<file path="src/pio_pkg.sv">
// Package with register map, field layouts and carrier types for the shared parallel I/O port.
package pio_pkg;

  // ****************************************************************
  // Register map
  // ****************************************************************
  localparam logic [11:0] DIR_OFFSET = 12'h000;
  localparam logic [11:0] LATCH_OFFSET = 12'h004;
  localparam logic [11:0] PINVAL_OFFSET = 12'h008;
  localparam logic [11:0] PERIPH_EN_OFFSET = 12'h00C;

  // ****************************************************************
  // Field layout and reset values
  // ****************************************************************
  localparam int PORT_LSB = 0;
  localparam int PORT_WIDTH = 16;
  localparam logic [15:0] PINS_USED = 16'h0FFF;
  localparam logic [15:0] DIR_RESET = 16'hFFFF;
  localparam logic [15:0] LATCH_RESET = 16'h0000;
  localparam logic [15:0] PERIPH_EN_RESET = 16'h0000;
  localparam int SYNC_STAGES = 2;

  localparam logic [1:0] RESP_OKAY = 2'h0;
  localparam logic [1:0] RESP_SLVERR = 2'h2;

  // ****************************************************************
  // Carrier types
  // ****************************************************************
  typedef struct packed {
    logic [15:0] out;
    logic [15:0] oe;
  } pad_drive_s;

  typedef struct packed {
    logic [15:0] out;
    logic [15:0] drive;
  } periph_drive_s;

endpackage

</file>
<file path="src/pin_sync.sv">
// Two-stage synchroniser for the pad input levels.
module pin_sync
  import pio_pkg::*;
#(
  parameter int WIDTH = PORT_WIDTH
) (
  // Clock and reset
  input wire logic aclk,
  input wire logic aresetn,
  // Data
  input wire logic [WIDTH-1:0] din,
  output logic [WIDTH-1:0] dout
);

  typedef struct packed {
    logic [WIDTH-1:0] meta;
    logic [WIDTH-1:0] sync;
  } sync_state_s;

  sync_state_s st_r;
  sync_state_s st_nxt;

  // The first stage feeds only the second one.
  always_comb begin
    st_nxt = st_r;
    st_nxt.meta = din;
    st_nxt.sync = st_r.meta;
  end

  always_ff @(posedge aclk) begin
    if (!aresetn) begin
      st_r <= '0;
    end else begin
      st_r <= st_nxt;
    end
  end

  assign dout = st_r.sync;

endmodule

</file>
<file path="src/pad_mux.sv">
// Per-pin output data and enable multiplexers between peripheral and port.
module pad_mux
  import pio_pkg::*;
#(
  parameter int WIDTH = PORT_WIDTH,
  parameter logic [WIDTH-1:0] USED = PINS_USED
) (
  // Port side
  input wire logic [WIDTH-1:0] dir,
  input wire logic [WIDTH-1:0] latch,
  // Peripheral side
  input wire logic [WIDTH-1:0] periph_en,
  input wire logic [WIDTH-1:0] periph_out,
  input wire logic [WIDTH-1:0] periph_drive,
  // Pad side
  output logic [WIDTH-1:0] pad_out,
  output logic [WIDTH-1:0] pad_oe
);

  genvar i;
  generate
    for (i = 0; i < WIDTH; i++) begin : g_pin
      logic owned;
      // Input-only peripherals never raise drive, so their pins stay plain port pins.
      assign owned = periph_en[i] & periph_drive[i];
      assign pad_out[i] = USED[i] & (owned ? periph_out[i] : latch[i]);
      assign pad_oe[i] = USED[i] & (owned ? 1'b1 : ~dir[i]);
    end
  endgenerate

endmodule

</file>
<file path="src/shared_parallel_io_port.sv">
// Shared parallel I/O port with AXI4-Lite register access.
//
// Decided for this implementation: the register addresses and register access over AXI4-Lite.
module shared_parallel_io_port
  import pio_pkg::*;
#(
  parameter int WIDTH = PORT_WIDTH,
  parameter logic [PORT_WIDTH-1:0] USED = PINS_USED
) (
  // Clock and reset
  input wire logic aclk,
  input wire logic aresetn,
  // AXI4-Lite write address
  input wire logic awvalid,
  output logic awready,
  input wire logic [11:0] awaddr,
  input wire logic [2:0] awprot,
  // AXI4-Lite write data
  input wire logic wvalid,
  output logic wready,
  input wire logic [31:0] wdata,
  input wire logic [3:0] wstrb,
  // AXI4-Lite write response
  output logic bvalid,
  input wire logic bready,
  output logic [1:0] bresp,
  // AXI4-Lite read address
  input wire logic arvalid,
  output logic arready,
  input wire logic [11:0] araddr,
  input wire logic [2:0] arprot,
  // AXI4-Lite read data
  output logic rvalid,
  input wire logic rready,
  output logic [31:0] rdata,
  output logic [1:0] rresp,
  // Peripherals sharing the pins
  input wire periph_drive_s periph,
  // Pads
  input wire logic [PORT_WIDTH-1:0] pad_in,
  output pad_drive_s pad
);

  // ****************************************************************
  // Elaboration checks
  // ****************************************************************
  if (WIDTH != PORT_WIDTH) begin : g_width_check
    $error("WIDTH must equal PORT_WIDTH");
  end

  // ****************************************************************
  // State
  // ****************************************************************
  typedef enum logic [1:0] {
    W_IDLE,
    W_RESP
  } wr_state_e;

  typedef struct packed {
    wr_state_e wst;
    logic aw_got;
    logic w_got;
    logic [11:0] waddr;
    logic [31:0] wdat;
    logic [3:0] wstb;
    logic awready;
    logic wready;
    logic bvalid;
    logic [1:0] bresp;
    logic arready;
    logic rvalid;
    logic [31:0] rdata;
    logic [1:0] rresp;
    logic [15:0] dir;
    logic [15:0] latch;
    logic [15:0] periph_en;
    pad_drive_s pad;
  } port_state_s;

  port_state_s st_r;
  port_state_s st_nxt;
  logic [15:0] pins_sync;
  logic [15:0] mux_out;
  logic [15:0] mux_oe;

  // ****************************************************************
  // Helpers
  // ****************************************************************
  function automatic logic [15:0] merge16(input logic [15:0] old, input logic [31:0] d,
                                          input logic [3:0] s);
    logic [15:0] r;
    r = old;
    if (s[0]) begin
      r[7:0] = d[7:0];
    end
    if (s[1]) begin
      r[15:8] = d[15:8];
    end
    return r & USED;
  endfunction

  function automatic logic is_mapped(input logic [11:0] a);
    return (a == DIR_OFFSET) || (a == LATCH_OFFSET) || (a == PINVAL_OFFSET) || (a == PERIPH_EN_OFFSET);
  endfunction

  // ****************************************************************
  // Pin input path and pad multiplexers
  // ****************************************************************
  pin_sync #(
    .WIDTH(PORT_WIDTH)
  ) u_sync (
    .aclk(aclk),
    .aresetn(aresetn),
    .din(pad_in),
    .dout(pins_sync)
  );

  // Every implemented pin (USED) of this port is shared; supply, clear and oscillator pins never reach it.
  pad_mux #(
    .WIDTH(PORT_WIDTH),
    .USED(USED)
  ) u_mux (
    .dir(st_r.dir),
    .latch(st_r.latch),
    .periph_en(st_r.periph_en),
    .periph_out(periph.out),
    .periph_drive(periph.drive),
    .pad_out(mux_out),
    .pad_oe(mux_oe)
  );

  // ****************************************************************
  // Register file and bus slave
  // ****************************************************************
  always_comb begin
    logic [11:0] ra;
    ra = {araddr[11:2], 2'b00};
    st_nxt = st_r;
    st_nxt.pad.out = mux_out;
    st_nxt.pad.oe = mux_oe;

    // Write channel: address and data are taken in either order.
    st_nxt.awready = 1'b0;
    st_nxt.wready = 1'b0;
    unique case (st_r.wst)
      W_IDLE: begin
        if (awvalid && !st_r.aw_got && !st_r.awready) begin
          st_nxt.awready = 1'b1;
          st_nxt.aw_got = 1'b1;
          st_nxt.waddr = {awaddr[11:2], 2'b00};
        end
        if (wvalid && !st_r.w_got && !st_r.wready) begin
          st_nxt.wready = 1'b1;
          st_nxt.w_got = 1'b1;
          st_nxt.wdat = wdata;
          st_nxt.wstb = wstrb;
        end
        if (st_r.aw_got && st_r.w_got) begin
          st_nxt.bvalid = 1'b1;
          st_nxt.bresp = is_mapped(st_r.waddr) ? RESP_OKAY : RESP_SLVERR;
          st_nxt.wst = W_RESP;
          if (st_r.waddr == DIR_OFFSET) begin
            st_nxt.dir = merge16(st_r.dir, st_r.wdat, st_r.wstb);
          end
          if (st_r.waddr == LATCH_OFFSET || st_r.waddr == PINVAL_OFFSET) begin
            st_nxt.latch = merge16(st_r.latch, st_r.wdat, st_r.wstb);
          end
          if (st_r.waddr == PERIPH_EN_OFFSET) begin
            st_nxt.periph_en = merge16(st_r.periph_en, st_r.wdat, st_r.wstb);
          end
        end
      end
      W_RESP: begin
        if (bready) begin
          st_nxt.bvalid = 1'b0;
          st_nxt.aw_got = 1'b0;
          st_nxt.w_got = 1'b0;
          st_nxt.wst = W_IDLE;
        end
      end
      default: begin
        st_nxt.wst = W_IDLE;
      end
    endcase

    // Read channel: one read in flight; data is registered one cycle after the address.
    st_nxt.arready = 1'b0;
    if (st_r.rvalid) begin
      if (rready) begin
        st_nxt.rvalid = 1'b0;
      end
    end else if (arvalid && !st_r.arready) begin
      st_nxt.arready = 1'b1;
      st_nxt.rvalid = 1'b1;
      st_nxt.rresp = is_mapped(ra) ? RESP_OKAY : RESP_SLVERR;
      st_nxt.rdata = 32'h0000_0000;
      if (ra == DIR_OFFSET) begin
        st_nxt.rdata[15:0] = st_r.dir & USED;
      end else if (ra == LATCH_OFFSET) begin
        st_nxt.rdata[15:0] = st_r.latch & USED;
      end else if (ra == PINVAL_OFFSET) begin
        st_nxt.rdata[15:0] = pins_sync & USED;
      end else if (ra == PERIPH_EN_OFFSET) begin
        st_nxt.rdata[15:0] = st_r.periph_en;
      end
    end
  end

  always_ff @(posedge aclk) begin
    if (!aresetn) begin
      st_r <= '0;
      st_r.wst <= W_IDLE;
      st_r.dir <= DIR_RESET & USED;
      st_r.latch <= LATCH_RESET;
      st_r.periph_en <= PERIPH_EN_RESET;
    end else begin
      st_r <= st_nxt;
    end
  end

  assign awready = st_r.awready;
  assign wready = st_r.wready;
  assign bvalid = st_r.bvalid;
  assign bresp = st_r.bresp;
  assign arready = st_r.arready;
  assign rvalid = st_r.rvalid;
  assign rdata = st_r.rdata;
  assign rresp = st_r.rresp;
  assign pad = st_r.pad;

  // ****************************************************************
  // Assertions
  // ****************************************************************
  // The pad drive is registered, so every pad check looks one edge back at what fed the multiplexers.
  // Whole-port checks compare masks so that a single wrong pin anywhere shows up.
  AST_OWNED_DRIVES: assert property (@(posedge aclk) disable iff (!aresetn)
    (st_r.periph_en[0] && periph.drive[0] && USED[0]) |=> (pad.oe[0] && pad.out[0] == $past(periph.out[0])))
    else $error("Driving peripheral did not own pad 0.");

  AST_NOT_DRIVING_PORT: assert property (@(posedge aclk) disable iff (!aresetn)
    (!periph.drive[0] && USED[0]) |=> (pad.oe[0] == !$past(st_r.dir[0]) && pad.out[0] == $past(st_r.latch[0])))
    else $error("Port did not drive pad 0 from its latch.");

  AST_DIR_INPUT: assert property (@(posedge aclk) disable iff (!aresetn)
    (st_r.dir[1] && !(st_r.periph_en[1] && periph.drive[1])) |=> !pad.oe[1])
    else $error("Input pin was driven.");

  AST_RESET_INPUTS: assert property (@(posedge aclk)
    !aresetn |=> (st_r.dir == (DIR_RESET & USED)))
    else $error("Direction bits not set after reset.");

  AST_LATCH_WRITE: assert property (@(posedge aclk) disable iff (!aresetn)
    (st_r.wst == W_IDLE && st_r.aw_got && st_r.w_got && st_r.waddr == PINVAL_OFFSET && st_r.wstb == 4'hF)
    |=> st_r.latch == ($past(st_r.wdat[15:0]) & USED))
    else $error("Pin-value write did not reach the latch.");

  AST_PIN_READ: assert property (@(posedge aclk) disable iff (!aresetn)
    (arvalid && !st_r.rvalid && !st_r.arready && {araddr[11:2], 2'b00} == PINVAL_OFFSET)
    |=> rdata[15:0] == ($past(pad_in, 3) & USED))
    else $error("Pin-value read lost its level or sync depth.");

  AST_UNUSED_ZERO: assert property (@(posedge aclk) disable iff (!aresetn)
    rvalid |-> ((rdata[15:0] & ~USED) == 16'h0000))
    else $error("Unimplemented bit read nonzero.");

  AST_UNUSED_NO_DRIVE: assert property (@(posedge aclk) disable iff (!aresetn)
    ##1 ((pad.oe & ~USED) == 16'h0000))
    else $error("Unimplemented pin driven.");

  AST_LATCH_READ: assert property (@(posedge aclk) disable iff (!aresetn)
    (arvalid && !st_r.rvalid && !st_r.arready && {araddr[11:2], 2'b00} == LATCH_OFFSET)
    |=> rdata[15:0] == $past(st_r.latch))
    else $error("Latch read mismatch.");

  AST_OWNED_OE_ALL: assert property (@(posedge aclk) disable iff (!aresetn)
    ##1 ((~pad.oe & $past(st_r.periph_en) & $past(periph.drive) & USED) == 16'h0000))
    else $error("Owned pad lost its output enable.");

  AST_OWNED_DATA_ALL: assert property (@(posedge aclk) disable iff (!aresetn)
    ##1 (((pad.out ^ $past(periph.out)) & $past(st_r.periph_en) & $past(periph.drive) & USED) == 16'h0000))
    else $error("Owned pad did not carry peripheral data.");

  AST_PORT_OE_ALL: assert property (@(posedge aclk) disable iff (!aresetn)
    ##1 (((pad.oe ^ ~$past(st_r.dir)) & ~($past(st_r.periph_en) & $past(periph.drive)) & USED) == 16'h0000))
    else $error("Port pad enable does not follow direction.");

  AST_PORT_DATA_ALL: assert property (@(posedge aclk) disable iff (!aresetn)
    ##1 (((pad.out ^ $past(st_r.latch)) & ~($past(st_r.periph_en) & $past(periph.drive)) & USED) == 16'h0000))
    else $error("Port pad data does not follow the latch.");

  AST_INPUT_ONLY_PORT: assert property (@(posedge aclk) disable iff (!aresetn)
    ##1 (((pad.oe ^ ~$past(st_r.dir)) & ~$past(periph.drive) & USED) == 16'h0000))
    else $error("Pin of a non-driving peripheral is not a plain port pin.");

  AST_DIR_READ: assert property (@(posedge aclk) disable iff (!aresetn)
    (arvalid && !st_r.rvalid && !st_r.arready && {araddr[11:2], 2'b00} == DIR_OFFSET)
    |=> rdata[15:0] == $past(st_r.dir))
    else $error("Direction read mismatch.");

  AST_PERIPH_EN_READ: assert property (@(posedge aclk) disable iff (!aresetn)
    (arvalid && !st_r.rvalid && !st_r.arready && {araddr[11:2], 2'b00} == PERIPH_EN_OFFSET)
    |=> rdata[15:0] == $past(st_r.periph_en))
    else $error("Peripheral enable read mismatch.");

  AST_DIR_WRITE: assert property (@(posedge aclk) disable iff (!aresetn)
    (st_r.wst == W_IDLE && st_r.aw_got && st_r.w_got && st_r.waddr == DIR_OFFSET && st_r.wstb == 4'hF)
    |=> st_r.dir == ($past(st_r.wdat[15:0]) & USED))
    else $error("Direction write did not land.");

  AST_LATCH_REG_WRITE: assert property (@(posedge aclk) disable iff (!aresetn)
    (st_r.wst == W_IDLE && st_r.aw_got && st_r.w_got && st_r.waddr == LATCH_OFFSET && st_r.wstb == 4'hF)
    |=> st_r.latch == ($past(st_r.wdat[15:0]) & USED))
    else $error("Latch write did not land.");

  AST_PIN_WRITE_ONLY_LATCH: assert property (@(posedge aclk) disable iff (!aresetn)
    (st_r.wst == W_IDLE && st_r.aw_got && st_r.w_got && st_r.waddr == PINVAL_OFFSET)
    |=> ($stable(st_r.dir) && $stable(st_r.periph_en)))
    else $error("Pin-value write touched more than the latch.");

  AST_RESET_STATE: assert property (@(posedge aclk)
    !aresetn |=> (pad.oe == 16'h0000 && st_r.latch == LATCH_RESET && st_r.periph_en == PERIPH_EN_RESET))
    else $error("Pads or registers not cleared by reset.");

  AST_UNUSED_STATE: assert property (@(posedge aclk) disable iff (!aresetn)
    (((st_r.dir | st_r.latch) & ~USED) == 16'h0000))
    else $error("Unimplemented bit held a one.");

  AST_READ_UPPER_ZERO: assert property (@(posedge aclk) disable iff (!aresetn)
    rvalid |-> (rdata[31:16] == 16'h0000))
    else $error("Upper read bits nonzero.");

endmodule

</file>
<file path="config.mk">
export PLATFORM = sky130hd
export DESIGN_NAME = shared_parallel_io_port
export DESIGN_NICKNAME = d
export VERILOG_FILES = /design/src/pio_pkg.sv /design/src/pin_sync.sv /design/src/pad_mux.sv /design/src/shared_parallel_io_port.sv
export SDC_FILE = /design/constraint.sdc
export NUM_CORES = 1
export LEC_CHECK = 0
export ABC_AREA = 1
export BUFFER_PORTS_ARGS = -buffer_cell sky130_fd_sc_hd__buf_4
export CAP_MARGIN = 40
export CORE_ASPECT_RATIO = 1.4
export CORE_MARGIN = 2
export CORE_UTILIZATION = 40
export DETAILED_ROUTE_END_ITERATION = 16
export PLACE_DENSITY = 0.63
export SYNTH_ARGS = -nofsm -noshare
export SYNTH_HDL_FRONTEND = slang
export SYNTH_SLANG_ARGS = --single-unit
</file>
<file path="constraint.sdc">
create_clock -name aclk -period 2.94 [get_ports aclk]
set_input_delay 0.147 -clock aclk [delete_from_list [all_inputs] [get_ports aclk]]
set_output_delay 0.147 -clock aclk [all_outputs]
set_load 0.02 [all_outputs]
</file>
# --- After elaboration in Yosys (flattened, before gate mapping) ---
# Cells that the tools add are included.
word_totals:
  in_bits: 121
  ff_bits: 147
  wordCells: 145
classes:
  bitwise: 26
  n_eq_ne: 11
  mux: 44
  reduce_logical: 38
ops:
  columns: ["operator", "count"]
  rows:
  - ["10-bit by 2-bit equality test with 1-bit output, second input constant", 4]
  - ["36-bit 2-to-1 mux", 1]
  - ["16-bit 2-to-1 mux", 2]
  - ["1-bit 2-to-1 mux", 31]
  - ["12-bit 2-to-1 mux", 2]
  - ["4-bit AND reduction", 6]
  - ["10-bit by 1-bit equality test with 1-bit output, second input constant", 2]
  - ["1-bit NOT", 14]
  - ["1-bit AND", 12]
  - ["12-bit zero test", 1]
  - ["2-bit AND reduction", 6]
  - ["10-bit zero test", 1]
  - ["3-bit AND reduction", 3]
  - ["2-bit inequality test, second input constant", 4]
  - ["2-bit case mux with 2 select lines", 2]
  - ["1-bit logical OR", 7]
  - ["1-bit logical AND", 6]
  - ["2-bit 2-to-1 mux", 3]
  - ["1-bit zero test", 5]
  - ["4-bit 2-to-1 mux", 1]
  - ["3-bit 2-to-1 mux", 1]
  - ["2-bit by 1-bit equality test with 1-bit output, second input constant", 1]
  - ["2-bit zero test", 1]
  - ["1-bit case mux with 2 select lines", 1]
  - ["2 further kinds", 2]

# --- Longest topological paths before layout ---
depth:
  depth_word: 7
  mapped_depth: 9
  ltp_nobuf: 8

# --- Hierarchy ---
# From an unflattened synthesis, not the netlist that was laid out.
hier_totals:
  cells_unflattened: 859
  hier_area_um2: 6342.3
modules_own_cells:
  columns: ["module", "area_each_um2", "cells_each", "instances"]
  rows:
  - ["shared_parallel_io_port", 5123.7, 691, 1]
  - ["pin_sync", 914.6, 99, 1]
  - ["pad_mux", 304.0, 69, 1]

# --- Least setup slack after synthesis ---
# No wires, ideal clock.
synth_path:
  path_type: "register to register"
  from: "register st_r[161] in the netlist's numbering"
  to: "register st_r[68] (netlist name)"
  synth_period_minus_slack_ns: 1.272
  path_buffers: 1
  t_required_ns: 2.798
  t_arrival_ns: 1.129
  stages_incl_launch_ff: 8
  path_slack_ns: 1.668
  setup_time_ns: 0.142
  cell_sequence: "dfxtp_1 nor2_1 nand2_1 nor2_2 nand3_2 buf_4 nand2_1 o211ai_2"
synth_via:
  elab_chain_cells: 2
synth_rtl:
  columns: ["element", "line", "text"]
  rows:
  - ["start: declaration", "shared_parallel_io_port.sv:80", "port_state_s st_r;"]
  - ["start signal: assignment", "shared_parallel_io_port.sv:217", "st_r <= st_nxt;"]
  - ["12-bit zero test", "shared_parallel_io_port.sv:162", "if (st_r.waddr == DIR_OFFSET) begin"]
  - ["4-bit AND reduction (no source line)", null, null]
# No other way between the ends.
# A chain may end at the register's enable or synchronous reset.

# --- Final worst setup path ---
layout_path:
  from: "register st_r[160] in the netlist's numbering"
  to: "register st_r[51] (netlist name)"
layout_via:
  elab_chain_cells: 3
  word_cells_on_any_way: 4
layout_rtl:
  columns: ["element", "line", "text"]
  rows:
  - ["10-bit by 1-bit equality test with 1-bit output / 10-bit by 2-bit equality test with 1-bit output (equally long branches)", "shared_parallel_io_port.sv:165", "if (st_r.waddr == LATCH_OFFSET || st_r.waddr == PINVAL_OFFSET) begin"]
  - ["1-bit logical OR (*)", "shared_parallel_io_port.sv:165", null]
  - ["4-bit AND reduction (no source line) (*)", null, null]
# Mark *: on every way between the ends. The rest lies on a longest branch, timed or not.

==> tab_implementation.tex <==
\begin{tabular}{lr}
\hline
Metric & Value \\
\hline
\multicolumn{2}{l}{\textbf{Synthesis}} \\
\quad Number of standard cells after synthesis & 762 \\
\quad Synthesis warning total & 0 \\
\quad Post-synth top area share & 45.4\% \\
\quad Most instantiated flip-flop cell in the synthesis netlist & dfxtp\_1 \\
\quad Netlist area before placement & 5730 um2 \\
\quad Most area-consuming cells after synthesis & dfxtp\_1 (45\%), nand2\_1 (9.4\%), buf\_4 (9.3\%) \\
\quad Average footprint of a synthesized cell & 7.52 um2 \\
\quad Count of flip-flops with a built-in enable after synthesis & 0 \\
\quad Most used standard cells in the synthesized netlist & nand2\_1 (143), dfxtp\_1 (130), inv\_1 (108) \\
\quad Dominant cell by count in the synthesized netlist & nand2\_1 \\
\quad Synth area leader & dfxtp\_1 \\
\quad Seq/Total Area, Yosys & 45.4\% \\
\quad Netlist cell types & 28 \\
\quad Async S/R FF share, synth & 0\% \\
\quad Yosys reg bits & 130 \\
\multicolumn{2}{l}{\textbf{Clock network}} \\
\quad TritonCTS Buffers & 17 \\
\quad Root buf cell & clkbuf\_16 \\
\quad Number of buffers inserted to repair setup after CTS & 0 \\
\quad \# resized after CTS & 0 \\
\quad Clock-pin slew of the registers on the worst-case setup and hold paths & 0.06 ns \\
\quad TritonCTS clock tree & yes \\
\quad Clock latency on the worst-skew pair & 0.41 ns \\
\quad Deepest clock path buffer count & 2 \\
\quad Maximum level of the CTS H-tree & 4 \\
\quad Clock net sink count & 130 \\
\multicolumn{2}{l}{\textbf{Floorplan}} \\
\quad Die width & 105 um \\
\quad Area of the die & 15300 um2 \\
\quad I/O pin count & 194 \\
\quad Standard-cell row count & 51 \\
\quad Height of the chip & 146 um \\
\quad Initial standard-cell utilization of the core & 41.0\% \\
\quad Core region area & 14000 um2 \\
\multicolumn{2}{l}{\textbf{STA}} \\
\quad Worst slew pin tran & 0.885 ns \\
\quad Final-report setup violation count & 0 \\
\quad Hold Slack & 0.00717 ns \\
\quad Max transition margin & 40.8\% \\
\quad Setup TNS Final & 0 ns \\
\quad Fin crit period & 1.82 ns \\
\quad Final clock skew & 0.00531 ns \\
\quad Maximum achievable frequency & 0.548 GHz \\
\quad Final hold violations & 0 \\
\quad Worst setup slack after layout & 1.12 ns \\
\quad Setup repair after global routing missed its margin & no \\
\quad Post-route clock period utilization & 62.1\% \\
\quad Count of final max-slew check failures & 0 \\
\multicolumn{2}{l}{\textbf{Power}} \\
\quad Static leakage & 0.00354 uW \\
\quad Worst IR drop on VDD & 0.000342 V \\
\quad Power density normalized to cell area & 645 nW/um2 \\
\multicolumn{2}{l}{\textbf{Global route}} \\
\quad Met1 Usage GRT & 20.6\% \\
\quad Pin count of the biggest net entering global routing & 45 \\
\quad Initial antenna violation count & 0 \\
\quad Peak-usage layer in the global routing report & met2 \\
\quad Via count of the first global-routing pass & 4511 \\
\quad Met3 track demand over resource in global routing & 4.97\% \\
\quad Total congestion overflow after global routing & 0 \\
\quad Wire length of the first global-routing pass & 22.0 mm \\
\quad Total track usage & 18.4\% \\
\quad Met2 usage & 31.8\% \\
\multicolumn{2}{l}{\textbf{Hold path}} \\
\quad Worst Hold Class & input pin to register \\
\multicolumn{2}{l}{\textbf{Final layout}} \\
\quad Number of nets in the layout & 974 \\
\quad Count of fill cells added during filler insertion & 1357 \\
\quad Final core occ & 51.4\% \\
\quad Area Overhead vs Synth & 25.3\% \\
\quad Fraction of layout instances using a drive strength above 1 & 20.7\% \\
\quad N\_diodes & 0 \\
\multicolumn{2}{l}{\textbf{Critical path}} \\
\quad Data arrival time of the critical path & 2.12 ns \\
\quad Most repeated library cell on the critical path & nand2\_1 \\
\quad Worst-path cell with the longest stage delay & nor2\_1 \\
\quad Required time reported for the critical path endpoint & 3.24 ns \\
\quad Category of the worst setup path capture point & register \\
\quad CP delay by family, top & simple AND/OR/NAND/NOR gates \\
\quad Critical Path Max Stage Delay & 0.67 ns \\
\quad CP startpoint kind & register \\
\quad Critical path class & register to register \\
\quad Maximum fanout encountered on the critical timing path & 12 \\
\quad Critical-path cell list & nand2\_1 -> inv\_1 -> nor2\_2 -> nand2\_1 -> nor2\_1 -> nand4\_1 -> nand2\_1 -> nor2\_1 \\
\quad CP bufs+invs & 1 \\
\multicolumn{2}{l}{\textbf{Job}} \\
\quad Number of maximum-capacitance violations & 0 \\
\multicolumn{2}{l}{\textbf{Placed design}} \\
\quad Dpl ws & 1.07 ns \\
\quad Routability cong. & 0.823 \\
\quad Count of buffers from port buffering & 119 \\
\quad Total half-perimeter wirelength after legalization and detailed placement & 9.53 mm \\
\multicolumn{2}{l}{\textbf{Detailed routing}} \\
\quad Average vias per placed instance & 4.63 \\
\quad Number of nets with antenna violations after routing & 0 \\
\quad Total wire length & 13.7 mm \\
\quad Via count of the routed design & 4861 \\
\quad Initial drt markers & 180 \\
\quad Initial DRT Pass Iterations & 4 \\
\quad Average wire per standard cell & 13.0 um \\
\quad DRC violation count after routing & 0 \\
\multicolumn{2}{l}{\textbf{Run status}} \\
\quad Status & complete, no violations \\
\hline
\end{tabular}
==> registers in the layout, summed over array words and instances, names as in the netlist <==
signal,count
arready,1
awready,1
bresp,1
bvalid,1
pad,24
rdata,12
rresp,1
rvalid,1
st_r,63
u_sync.dout,12
u_sync.st_nxt,12
wready,1
==> tightest hold or removal path: stages <==
cell	delay (ns)
buf_4	0.08
o21ai_0	0.07
nor2_1	0.08
==> metrics by stage <==
step | cell area [um2] | total power (uW) | std cells
6_report | 7180 | 4630 | 1051
3_3_place_gp | 6300 | 2380 | 995
3_5_place_dp | 6300 | 2380 | 995
5_1_grt | 7180 | 4830 | 1051
2_1_floorplan | 5840 | 2270 | 791
4_1_cts | 7180 | 4670 | 1051
==> final cells by class <==
class	instances	area (um2)	share of cell area [%]
Sequential cell	130	2600	36.3
Multi-Input combinational cell	446	2130	29.6
Timing Repair Buffer	146	1160	16.1
Clock buffer	23	488	6.80
Inverter	112	420	5.86
Tap cell	185	231	3.23
Clock inverter	9	151	2.11
==> timing repair <==
action / in CTS / in global routing
setup endpoints to repair: 0 / 0
endpoints found under the hold margin: 24 / 0
hold buffers: 24 / 0
==> cell usage in the layout (no fill, tap or decap) <==
| cell | instances |
|---|---|
| inv_1 | 108 |
| nor2_8 | 1 |
| nor2_1 | 65 |
| nand3_1 | 39 |
| buf_4 | 122 |
| o21ai_1 | 8 |
| dfxtp_1 | 130 |
| nand4_1 | 25 |
| clkinv_2 | 3 |
| o22ai_1 | 1 |
| a21oi_1 | 53 |
| o21ai_0 | 54 |
| dlygate4sd3_1 | 24 |
| nand2_1 | 143 |
| o211ai_1 | 4 |
| clkinvlp_4 | 1 |
| bufinv_16 | 4 |
| clkbuf_1 | 2 |
| clkinv_1 | 1 |
| clkbuf_8 | 4 |
| nand4_2 | 1 |
| clkinv_4 | 1 |
| nand2_2 | 1 |
| nor2_2 | 6 |
| clkbuf_16 | 17 |
| o211ai_2 | 8 |
| nor2_4 | 2 |
| nand3_2 | 2 |
| inv_2 | 3 |
| nor3_4 | 1 |
| nand3_4 | 2 |
| conb_1 | 30 |
==> cells by family after synthesis <==
| group | share of synthesized area, % |
|---|---|
| AO/OA/AOI/OAI | 12.4 |
| other | 0.0655 |
| buffers and inverters | 19.3 |
| flip-flops | 45.4 |
| AND/OR/NAND/NOR | 22.7 |
==> layer usage <==
layer  wire, um  vias up
li1           -     2494
met1       5630     2209
met2       6940      137
met3        690       21
met4        433        0
met5          0        -
==> worst paths after layout <==
| kind | start | end | slack [ns] | cells past startpoint |
|---|---|---|---|---|
| setup / recovery | st_r[160] | st_r[51] | 1.12 | 8 |
| hold / removal | wstrb[1] | st_r[122] | 0.007 | 3 |
| setup reg to reg | st_r[160] | st_r[51] | 1.12 | 8 |
| hold reg to reg | u_sync.st_nxt[7] | u_sync.dout[7] | 0.41 | 2 |
==> power breakdown <==
part	switching [uW]	internal, uW
sequential	37.3	1840
combinational	300	191
clock	749	1510
Note: power is estimated with default switching activity, not from simulation.
